<file path="config.mk">
export PLATFORM = sky130hd
export DESIGN_NAME = sohec_top
export DESIGN_NICKNAME = d
export VERILOG_FILES = /design/src/verilog/sohec_pkg.sv /design/src/verilog/sohec_top.sv
export VERILOG_INCLUDE_DIRS = /design/src /design/src/verilog
export SDC_FILE = /design/constraint.sdc
export NUM_CORES = 1
export LEC_CHECK = 0
export BUFFER_PORTS_ARGS = -buffer_cell sky130_fd_sc_hd__buf_2
export CELL_PAD_IN_SITES_DETAIL_PLACEMENT = 1
export CELL_PAD_IN_SITES_GLOBAL_PLACEMENT = 1
export CORE_MARGIN = 10
export CORE_UTILIZATION = 40
export DETAILED_ROUTE_END_ITERATION = 8
export GPL_TIMING_DRIVEN = 1
export PLACE_DENSITY = 0.74
export SYNTH_ARGS = -nofsm -noshare
export SYNTH_HDL_FRONTEND = slang
export SYNTH_SLANG_ARGS = --single-unit
</file>
<file path="constraint.sdc">
create_clock -name pclk -period 16 [get_ports pclk]
set_input_delay 0 -clock pclk [delete_from_list [all_inputs] [get_ports pclk]]
set_output_delay 0 -clock pclk [all_outputs]
set_load 0.01 [all_outputs]
</file>
<file path="src/verilog/sohec_params.svh">
// Constants for the state-of-charge hold and end-of-charge block.
// Assumes a 125 MHz APB clock; word registers at four times the index.
// Contract
// RULE1 - Empty hold keeps SOC above hold percent
// RULE2 - Hold percent counts in half percent steps
// RULE3 - Empty detect at threshold plus margin
// RULE4 - Empty detection releases the empty hold
// RULE5 - Near-full hold caps SOC at 99%
// RULE6 - Hold config resets to 0x1002
// RULE7 - Hold config field layout, top zero
// RULE8 - End of charge needs three conditions
// RULE9 - Relearn full capacity from remaining capacity
// RULE10 - Converge reported SOC to zero at empty
// RULE11 - Hypothetical load query gives predictions
// RULE12 - Host waits before reading hypothetical results
// RULE13 - Host writes 0x0060 for flat chemistry
// RULE14 - Keep-out only used with selector six
// RULE15 - Keep-out lower limit from code
// RULE16 - Keep-out upper limit adds span
// RULE17 - Learn full capacity outside keep-out
// RULE18 - Keep-out register field layout
// RULE19 - Percent registers 1/256 percent unsigned
// RULE20 - Temperature registers signed 1/256 degree
// RULE21 - Current registers signed 1.5625uV
// RULE22 - Capacity 5uVh, voltage 1.25mV/16
`ifndef SOHEC_PARAMS_SVH
`define SOHEC_PARAMS_SVH
// Register indexes
`define SOHEC_IDX_KEEPOUT 10'h0d1
`define SOHEC_IDX_HOLD 10'h0d3
`define SOHEC_IDX_EMPTY_THR 10'h03a
`define SOHEC_IDX_FULLTHR 10'h013
`define SOHEC_IDX_ICHG 10'h01e
`define SOHEC_IDX_MODEL 10'h0db
`define SOHEC_IDX_CFG2 10'h0bb
`define SOHEC_IDX_MISC 10'h02b
`define SOHEC_IDX_HYPLOAD 10'h004
`define SOHEC_IDX_SOC 10'h006
`define SOHEC_IDX_TEMP 10'h008
`define SOHEC_IDX_FULLCAP 10'h010
`define SOHEC_IDX_HYPTTE 10'h0dd
`define SOHEC_IDX_HYPSOC 10'h0ce
`define SOHEC_IDX_HYPCAP 10'h0cc
`define SOHEC_IDX_STATUS 10'h0b0
// Reset values
`define SOHEC_RST_KEEPOUT 16'h479e
`define SOHEC_RST_HOLD 16'h1002
`define SOHEC_RST_EMPTY_THR 16'h8ca0
`define SOHEC_RST_FULLTHR 16'h5f05
`define SOHEC_RST_ICHG 16'h0640
`define SOHEC_RST_MODEL 16'h0000
`define SOHEC_RST_CFG2 16'h0000
`define SOHEC_RST_MISC 16'h0000
// Fields and scales
`define SOHEC_NEAR_EN_BIT 12
`define SOHEC_HYP_EN_BIT 2
`define SOHEC_FLAT_ID 4'h6
`define SOHEC_SOC_99 16'h6300
`define SOHEC_KO_BASE 17'h08000
`define SOHEC_CTE_WIN 17'h00200
`define SOHEC_CTE_SHIFT 5
`define SOHEC_DIV_STEPS 5'd27
`endif

</file>
<file path="src/verilog/sohec_pkg.sv">
// Types shared by the state-of-charge hold block.
// Assumes the params header supplies all numeric constants.
`default_nettype none
package sohec_pkg;
  // Measurement bundle from the gauge engine, same clock
  typedef struct packed {
    logic valid;
    logic [15:0] cell_v;
    logic [15:0] avg_v;
    logic [15:0] volt_soc;
    logic [15:0] soc_raw;
    logic [15:0] rep_cap;
    logic signed [15:0] cur;
    logic signed [15:0] avg_cur;
    logic signed [15:0] temp;
  } sohec_meas_s;
  // APB request
  typedef struct packed {
    logic psel;
    logic penable;
    logic pwrite;
    logic [11:0] paddr;
    logic [31:0] pwdata;
  } sohec_apb_req_s;
  // APB answer
  typedef struct packed {
    logic pready;
    logic pslverr;
    logic [31:0] prdata;
  } sohec_apb_rsp_s;
  typedef enum logic {SOHEC_DIV_IDLE, SOHEC_DIV_RUN} sohec_div_e;
endpackage
`default_nettype wire

</file>
<file path="src/verilog/sohec_top.sv">
// State-of-charge shaping: empty hold, near-full hold, end of charge.
// Assumes measurements arrive on pclk with a one-cycle valid strobe.
`include "sohec_params.svh"
`default_nettype none
module sohec_top (
  // Clock and reset
  input wire logic pclk,
  input wire logic presetn,
  // Register bus
  input wire sohec_pkg::sohec_apb_req_s apb_req,
  output sohec_pkg::sohec_apb_rsp_s apb_rsp,
  // Gauge engine
  input wire sohec_pkg::sohec_meas_s meas,
  // Results
  output logic [15:0] reported_soc,
  output logic [15:0] reported_full_capacity,
  output logic empty_detected,
  output logic full_qualified
);
  import sohec_pkg::*;

  // Configuration registers
  logic [15:0] keepout_reg;
  logic [12:0] hold_reg;
  logic [15:0] empty_thr_reg;
  logic [15:0] fullthr_reg;
  logic signed [15:0] ichg_reg;
  logic [15:0] model_reg;
  logic [15:0] cfg2_reg;
  logic [3:0] misc_reg;
  logic signed [15:0] hyp_load_reg;
  // State registers
  logic [15:0] rep_soc_reg;
  logic [15:0] fullcap_reg;
  logic empty_det_reg;
  logic full_qual_reg;
  logic learn_reg;
  logic [15:0] temp_reg;
  logic [15:0] hyp_tte_reg;
  logic [15:0] hyp_soc_reg;
  logic [15:0] hyp_cap_reg;
  logic hyp_done_reg;
  sohec_div_e div_state_reg;
  logic [26:0] quo_reg;
  logic [16:0] rem_reg;
  logic [15:0] dvsr_reg;
  logic [4:0] div_cnt_reg;
  // Bus registers
  logic pready_reg;
  logic pslverr_reg;
  logic [31:0] prdata_reg;

  // Strictly inside the termination band, both bounds open
  function automatic logic in_band(input logic signed [15:0] i,
                                   input logic signed [15:0] t);
    logic signed [17:0] lo;
    logic signed [17:0] hi;
    lo = 18'(t) >>> 3;
    hi = 18'(t) + (18'(t) >>> 2);
    in_band = (18'(i) > lo) && (18'(i) < hi);
  endfunction

  function automatic logic [9:0] reg_idx(input logic [11:0] a);
    reg_idx = a[11:2];
  endfunction

  // Bus phases: one wait state, then the completing edge
  logic access;
  logic complete;
  logic wr_en;
  logic [9:0] idx;
  assign access = apb_req.psel && apb_req.penable;
  assign complete = access && pready_reg;
  assign wr_en = complete && apb_req.pwrite;
  assign idx = reg_idx(apb_req.paddr);

  // Derived levels
  logic [16:0] empty_lvl;
  logic [15:0] hold_lvl;
  logic [16:0] ko_lo;
  logic [16:0] ko_hi;
  logic flat_mode;
  logic in_keepout;
  logic eoc;
  logic charging;
  logic discharging;
  logic [15:0] step;
  assign empty_lvl = 17'(empty_thr_reg) + {3'h0, hold_reg[11:5], 7'h00}; // RULE3 RULE22
  assign hold_lvl = {4'h0, hold_reg[4:0], 7'h00}; // RULE2 RULE19
  assign ko_lo = `SOHEC_KO_BASE + {2'h0, keepout_reg[15:7], 6'h00}; // RULE15 RULE18
  assign ko_hi = ko_lo + {5'h00, keepout_reg[6:0], 5'h00}; // RULE16 RULE18
  assign flat_mode = (model_reg[7:4] == `SOHEC_FLAT_ID); // RULE14
  // Window compares only mean something for the flat chemistry
  assign in_keepout = flat_mode && (17'(meas.avg_v) >= ko_lo) &&
                      (17'(meas.avg_v) <= ko_hi); // RULE14 RULE17
  assign eoc = (meas.volt_soc > fullthr_reg) && in_band(meas.cur, ichg_reg) &&
               in_band(meas.avg_cur, ichg_reg); // RULE8 RULE21
  assign charging = (meas.cur > 16'sh0000);
  assign discharging = (meas.cur < 16'sh0000);
  assign step = {12'h000, misc_reg} + 16'h0001;

  // Reported SOC shaping chain
  logic [16:0] cte_diff;
  logic [15:0] soc_cte;
  logic [15:0] soc_hold;
  logic [15:0] soc_next;
  always_comb begin
    cte_diff = 17'(meas.avg_v) - 17'(empty_thr_reg);
    soc_cte = meas.soc_raw;
    // Slope pinned so that zero coincides with empty voltage
    if (meas.avg_v <= empty_thr_reg) begin
      soc_cte = 16'h0000; // RULE10
    end else if (cte_diff < `SOHEC_CTE_WIN) begin
      if (16'(cte_diff << `SOHEC_CTE_SHIFT) < meas.soc_raw) begin
        soc_cte = 16'(cte_diff << `SOHEC_CTE_SHIFT); // RULE10
      end
    end
    soc_hold = soc_cte;
    // Floor lifts only until empty is detected
    if (!empty_det_reg && (soc_cte < hold_lvl)) begin
      soc_hold = hold_lvl; // RULE1 RULE4
    end
    soc_next = soc_hold;
    if (hold_reg[`SOHEC_NEAR_EN_BIT] && charging && !full_qual_reg &&
        (soc_hold > `SOHEC_SOC_99)) begin
      soc_next = `SOHEC_SOC_99; // RULE5
    end
  end

  // Configuration register writes
  always_ff @(posedge pclk or negedge presetn) begin
    if (!presetn) begin
      keepout_reg <= `SOHEC_RST_KEEPOUT;
      hold_reg <= 13'(`SOHEC_RST_HOLD); // RULE6
      empty_thr_reg <= `SOHEC_RST_EMPTY_THR;
      fullthr_reg <= `SOHEC_RST_FULLTHR;
      ichg_reg <= `SOHEC_RST_ICHG;
      model_reg <= `SOHEC_RST_MODEL;
      cfg2_reg <= `SOHEC_RST_CFG2;
      misc_reg <= 4'(`SOHEC_RST_MISC);
      hyp_load_reg <= 16'sh0000;
    end else if (wr_en) begin
      if (idx == `SOHEC_IDX_KEEPOUT) begin
        keepout_reg <= apb_req.pwdata[15:0]; // RULE18
      end else if (idx == `SOHEC_IDX_HOLD) begin
        hold_reg <= apb_req.pwdata[12:0]; // RULE7
      end else if (idx == `SOHEC_IDX_EMPTY_THR) begin
        empty_thr_reg <= apb_req.pwdata[15:0];
      end else if (idx == `SOHEC_IDX_FULLTHR) begin
        fullthr_reg <= apb_req.pwdata[15:0];
      end else if (idx == `SOHEC_IDX_ICHG) begin
        ichg_reg <= apb_req.pwdata[15:0];
      end else if (idx == `SOHEC_IDX_MODEL) begin
        model_reg <= apb_req.pwdata[15:0]; // RULE13
      end else if (idx == `SOHEC_IDX_CFG2) begin
        cfg2_reg <= apb_req.pwdata[15:0];
      end else if (idx == `SOHEC_IDX_MISC) begin
        misc_reg <= apb_req.pwdata[3:0];
      end else if (idx == `SOHEC_IDX_HYPLOAD) begin
        hyp_load_reg <= apb_req.pwdata[15:0]; // RULE11
      end
    end
  end

  // Empty detection; a new crossing beats the recharge clear
  always_ff @(posedge pclk or negedge presetn) begin
    if (!presetn) begin
      empty_det_reg <= 1'b0;
    end else if (meas.valid && (17'(meas.cell_v) <= empty_lvl)) begin
      empty_det_reg <= 1'b1; // RULE3
    end else if (meas.valid && charging) begin
      empty_det_reg <= 1'b0;
    end
  end

  // Full qualification, dropped once discharge starts
  always_ff @(posedge pclk or negedge presetn) begin
    if (!presetn) begin
      full_qual_reg <= 1'b0;
    end else if (meas.valid && eoc) begin
      full_qual_reg <= 1'b1; // RULE8
    end else if (meas.valid && discharging) begin
      full_qual_reg <= 1'b0;
    end
  end

  // Reported SOC and temperature follow each measurement
  always_ff @(posedge pclk or negedge presetn) begin
    if (!presetn) begin
      rep_soc_reg <= 16'h0000;
      temp_reg <= 16'h0000;
    end else if (meas.valid) begin
      rep_soc_reg <= soc_next; // RULE19
      temp_reg <= meas.temp; // RULE20
    end
  end

  // Capacity learning; flat OCV region gives a false full point
  always_ff @(posedge pclk or negedge presetn) begin
    if (!presetn) begin
      learn_reg <= 1'b0;
      fullcap_reg <= 16'h0000;
    end else if (meas.valid) begin
      if (eoc && !in_keepout) begin
        learn_reg <= 1'b1; // RULE17
      end else if (fullcap_reg == meas.rep_cap) begin
        learn_reg <= 1'b0;
      end
      // Learning pauses inside the window, even once started
      if (learn_reg && !in_keepout) begin // RULE17
        if (fullcap_reg < meas.rep_cap) begin
          fullcap_reg <= meas.rep_cap; // RULE9 RULE22
        end else if (fullcap_reg - meas.rep_cap > step) begin
          fullcap_reg <= fullcap_reg - step; // RULE9
        end else begin
          fullcap_reg <= meas.rep_cap;
        end
      end
    end
  end

  // Hypothetical load: serial divide keeps area small, costs 27 cycles
  logic [16:0] rem_shift;
  logic hyp_start;
  assign rem_shift = {rem_reg[15:0], quo_reg[26]};
  assign hyp_start = (div_state_reg == SOHEC_DIV_IDLE) && meas.valid &&
                     cfg2_reg[`SOHEC_HYP_EN_BIT] &&
                     (hyp_load_reg < 16'sh0000); // RULE11
  always_ff @(posedge pclk or negedge presetn) begin
    if (!presetn) begin
      div_state_reg <= SOHEC_DIV_IDLE;
      quo_reg <= 27'h0;
      rem_reg <= 17'h0;
      dvsr_reg <= 16'h0;
      div_cnt_reg <= 5'h0;
      hyp_tte_reg <= 16'h0;
      hyp_soc_reg <= 16'h0;
      hyp_cap_reg <= 16'h0;
      hyp_done_reg <= 1'b0;
    end else begin
      hyp_done_reg <= 1'b0;
      case (div_state_reg)
        SOHEC_DIV_IDLE: begin
          if (hyp_start) begin
            quo_reg <= {meas.rep_cap, 11'h000};
            rem_reg <= 17'h0;
            dvsr_reg <= 16'(-hyp_load_reg);
            div_cnt_reg <= `SOHEC_DIV_STEPS;
            hyp_soc_reg <= rep_soc_reg; // RULE11
            hyp_cap_reg <= meas.rep_cap;
            div_state_reg <= SOHEC_DIV_RUN;
          end
        end
        SOHEC_DIV_RUN: begin
          if (rem_shift >= 17'(dvsr_reg)) begin
            rem_reg <= rem_shift - 17'(dvsr_reg);
            quo_reg <= {quo_reg[25:0], 1'b1};
          end else begin
            rem_reg <= rem_shift;
            quo_reg <= {quo_reg[25:0], 1'b0};
          end
          div_cnt_reg <= div_cnt_reg - 5'd1;
          if (div_cnt_reg == 5'd1) begin
            div_state_reg <= SOHEC_DIV_IDLE;
            hyp_done_reg <= 1'b1;
          end
        end
        default: div_state_reg <= SOHEC_DIV_IDLE;
      endcase
      // Saturate time to empty in 5.625 s units
      if (hyp_done_reg) begin
        hyp_tte_reg <= (quo_reg[26:16] != 11'h0) ? 16'hffff : quo_reg[15:0]; // RULE11
      end
    end
  end

  // Read decode
  logic [15:0] rd_data;
  logic rd_hit;
  always_comb begin
    rd_hit = 1'b1;
    rd_data = 16'h0000;
    if (idx == `SOHEC_IDX_KEEPOUT) begin
      rd_data = keepout_reg;
    end else if (idx == `SOHEC_IDX_HOLD) begin
      rd_data = {3'h0, hold_reg}; // RULE7
    end else if (idx == `SOHEC_IDX_EMPTY_THR) begin
      rd_data = empty_thr_reg;
    end else if (idx == `SOHEC_IDX_FULLTHR) begin
      rd_data = fullthr_reg;
    end else if (idx == `SOHEC_IDX_ICHG) begin
      rd_data = ichg_reg;
    end else if (idx == `SOHEC_IDX_MODEL) begin
      rd_data = model_reg;
    end else if (idx == `SOHEC_IDX_CFG2) begin
      rd_data = cfg2_reg;
    end else if (idx == `SOHEC_IDX_MISC) begin
      rd_data = {12'h000, misc_reg};
    end else if (idx == `SOHEC_IDX_HYPLOAD) begin
      rd_data = hyp_load_reg;
    end else if (idx == `SOHEC_IDX_SOC) begin
      rd_data = rep_soc_reg;
    end else if (idx == `SOHEC_IDX_TEMP) begin
      rd_data = temp_reg;
    end else if (idx == `SOHEC_IDX_FULLCAP) begin
      rd_data = fullcap_reg;
    end else if (idx == `SOHEC_IDX_HYPTTE) begin
      rd_data = hyp_tte_reg;
    end else if (idx == `SOHEC_IDX_HYPSOC) begin
      rd_data = hyp_soc_reg;
    end else if (idx == `SOHEC_IDX_HYPCAP) begin
      rd_data = hyp_cap_reg;
    end else if (idx == `SOHEC_IDX_STATUS) begin
      rd_data = {11'h000, in_keepout, learn_reg, div_state_reg == SOHEC_DIV_RUN,
                 full_qual_reg, empty_det_reg};
    end else begin
      rd_hit = 1'b0;
    end
  end

  // Bus answer: ready rises one cycle into the access phase
  always_ff @(posedge pclk or negedge presetn) begin
    if (!presetn) begin
      pready_reg <= 1'b0;
      pslverr_reg <= 1'b0;
      prdata_reg <= 32'h0;
    end else begin
      pready_reg <= access && !pready_reg;
      if (access && !pready_reg) begin
        pslverr_reg <= !rd_hit;
        prdata_reg <= (rd_hit && !apb_req.pwrite) ? {16'h0000, rd_data} : 32'h0;
      end else begin
        pslverr_reg <= 1'b0;
      end
    end
  end

  assign apb_rsp.pready = pready_reg;
  assign apb_rsp.pslverr = pslverr_reg;
  assign apb_rsp.prdata = prdata_reg;
  assign reported_soc = rep_soc_reg;
  assign reported_full_capacity = fullcap_reg;
  assign empty_detected = empty_det_reg;
  assign full_qualified = full_qual_reg;
endmodule
`default_nettype wire

</file>
==> flow_summary.toml <==
[critical_path]
startpoint = "empty_thr_reg[0]$_DFFE_PN0P_"
r2r_cells = 25
worstPathArrival_ns = 6.86
reg2reg_to = "reported_soc[10]$_DFFE_PN0P_"
cp.required_ns = 16.45
critPathSlowestCell = "nor4_4"
path_class = "flip-flop to flip-flop"
start_kind = "flip-flop"
crit_family = "compound AO/OA/AOI/OAI gates"
reg2reg_slack_ns = 9.59
end_kind = "flip-flop"
r2r-start = "empty_thr_reg[0]$_DFFE_PN0P_"
critPathBufInv = 0
worst-path-max-fanout = 15
cp_common_cell = "ha_1"
slowest_delay_ns = 0.91

[place]
port_buffers = 211
gp_congestion = 0.9170
dp_hpwl_um = 60320

[sta]
skew_ns = 0.04065
holdWs_ns = 0.01688
rsz0062_at_grt = "false"
setup_viol = 0
fmax_mhz = 155.9
tightest_slew_ns = 1.224
period_share_pct = 40.08
finalSetupTns_ns = 0
slew_viol_final = 0
slew_headroom_pct = 18.17
hold_viol_final = 0
fin_crit_ns = 6.413

[routing]
ant_nets = 0
dr.pass1.iters = 7
wire_per_inst_um = 24.22
via_per_inst = 5.899
drt_iter0_drc = 1417
drcViolationCount = 0
drt_wl_total_um = 78660
vias = 19160

[cts]
clock_path_buffers = 3
clk_latency_ns = 0.59
cts_sinks = 312
cts_tree = "done"
root_buffer = "clkbuf_16"
cts_buffers = 38
post_cts_buffers = 0
path_clk_slew_ns = 0.06
post_cts_resized = 0
cts_max_level = 2

[synth]
async_flop_share_pct = 100.0
synth_area_um2 = 21270
syn_avg_cell_area_um2 = 9.340
yosys_warnings = 0
synth-edff-count = 0
synth_cell_type_count = 84
synth-seq-cells = 312
synthFlopType = "dfrtp_1"
netlist_instances = 2277
ys_seq_area_share_pct = 36.87

[die]
num_rows = 84
pin_count = 246
die_w_um = 250.6
fp.dieH_um = 250.6
core_um2 = 52660
start_util_pct = 40.39
fp.dieArea_um2 = 62790

[layout]
drive_above_1_share_pct = 18.19
mostFrequentLayoutCells = "dfrtp_1 (285), ha_1 (219), nand2_1 (218)"
area_growth_syn_to_layout_pct = 17.48
largest_reg_flops = 27
layout.nets = 2933
layout.cells.most_common = "dfrtp_1"

[global_routing]
track_usage_pct = 24.32
grt_max_degree = 98
antenna_found_initial = 9
first_global_vias = 20580
grt_pass1_wl_um = 120500
grt_overflow = 0

[power]
p_leak_nw = 12.08
p_per_area_nw_per_um2 = 74.64
ir_drop_mv = 0.06204

[flow_run]
maxCapViolCount = 0

[min_path]
hold_class = "primary input to asynchronous set/reset pin"

[run_status]
status = "complete, no violations"
-- worst register-to-register path: cells and delay by family (launching register included) --
kind	cells	cell delay (ns)
AO/OA/AOI/OAI	12	2.37
XOR/XNOR	1	0.06
adder cells (fa/ha/maj)	4	1.24
flip-flops	1	0.51
multiplexers	1	0.27
AND/OR/NAND/NOR	7	1.85
-- stage by stage --
stage	setup WS, ns	utilization [%]	cell area [µm²]	std cells	power [mW]
after floorplan	10.70	-	21320	2292	0.8902
after global placement	9.883	43.76	23040	3114	0.9647
after detailed placement	9.721	43.76	23040	3114	0.9716
after CTS	9.627	47.43	24980	3245	1.877
after global routing	9.195	47.44	24980	3247	1.929
final	9.587	47.45	24980	3248	1.865
-- cell families (layout without fill, tap and decap cells) --
| family | count (synthesis) | count (layout) | share of synthesized area (%) |
|---|---|---|---|
| XOR/XNOR | 66 | 66 | 2.718 |
| other | 1 | 19 | 0.01763 |
| multiplexers | 142 | 142 | 7.307 |
| AND/OR/NAND/NOR | 614 | 614 | 14.04 |
| AO/OA/AOI/OAI | 634 | 634 | 20.18 |
| flip-flops | 312 | 312 | 36.87 |
| buffers and inverters | 282 | 547 | 5.324 |
| adder cells (fa/ha/maj) | 226 | 226 | 13.54 |
-- routing by layer --
| metal | vias up | share of wire, % | global-route usage, % |
|---|---|---|---|
| li1 | 8823 | - | - |
| met1 | 9618 | 41 | 28.93 |
| met2 | 555 | 48 | 41.46 |
| met3 | 158 | 6.7 | 5.265 |
| met4 | 6 | 4.3 | 10.59 |
| met5 | - | 0.042 | 0 |
-- layout make-up --
| class | count | area, µm² |
|---|---|---|
| well taps | 688 | 860.8 |
| multi-input cells | 1698 | 12400 |
| inverters | 177 | 664.4 |
| repair buffers | 302 | 1907 |
| clock inverters | 14 | 180.2 |
| diodes | 3 | 7.507 |
| flip-flops and latches | 312 | 7841 |
| fillers | 6056 | 27670 |
| clock buffers | 54 | 1121 |
-- Yosys cell counts, types with 12 or more instances --
library cell	number	share of area (%)
dfrtp_1	285	34
nor3_1	34	0.80
xor2_1	28	1.2
dfstp_2	27	3.3
nand4_1	37	1.1
o22ai_1	16	0.47
o21a_1	26	0.92
nor2b_1	24	0.71
a22o_1	14	0.58
inv_1	177	3.1
o21bai_1	12	0.42
or3_1	24	0.71
clkbuf_1	76	1.3
nand2b_1	23	0.68
o22a_1	28	1.2
mux2_2	106	5.6
a222oi_1	24	1.1
a21o_1	66	2.3
mux2i_1	36	1.7
a22oi_1	21	0.74
xnor2_1	38	1.6
ha_1	219	13
buf_4	18	0.64
a221o_1	18	0.85
o21ai_0	177	4.2
nor2_1	125	2.2
nand2_1	218	3.8
a21oi_1	110	2.6
nor4_1	25	0.74
nand3_1	47	1.1
a31oi_1	15	0.44
-- how the worst max path moves through the flow --
stage               depth (start not counted)  slack, ns                            to
floorplan                                  26      10.70   reported_soc[8]$_DFFE_PN0P_
global placement                           25       9.88  reported_soc[11]$_DFFE_PN0P_
detailed placement                         25       9.72  reported_soc[11]$_DFFE_PN0P_
CTS                                        25       9.63  reported_soc[10]$_DFFE_PN0P_
global route                               25       9.20  reported_soc[10]$_DFFE_PN0P_
finish                                     25       9.59  reported_soc[10]$_DFFE_PN0P_
-- repair_timing --
item / in CTS / in global routing
hold buffers: 63 / 0
hold endpoints to repair: 297 / 0
endpoints found under the setup margin: 0 / 0
-- report_power, final --
| group | total [mW] | internal [mW] | leakage (nW) | switching (mW) |
|---|---|---|---|---|
| registers | 0.804 | 0.796 | 3.84 | 0.00819 |
| logic | 0.167 | 0.0665 | 7.61 | 0.100 |
| clock network | 0.894 | 0.526 | 0.635 | 0.368 |
| total | 1.86 | 1.39 | 12.1 | 0.477 |
Power figures use the tool's default switching activity.
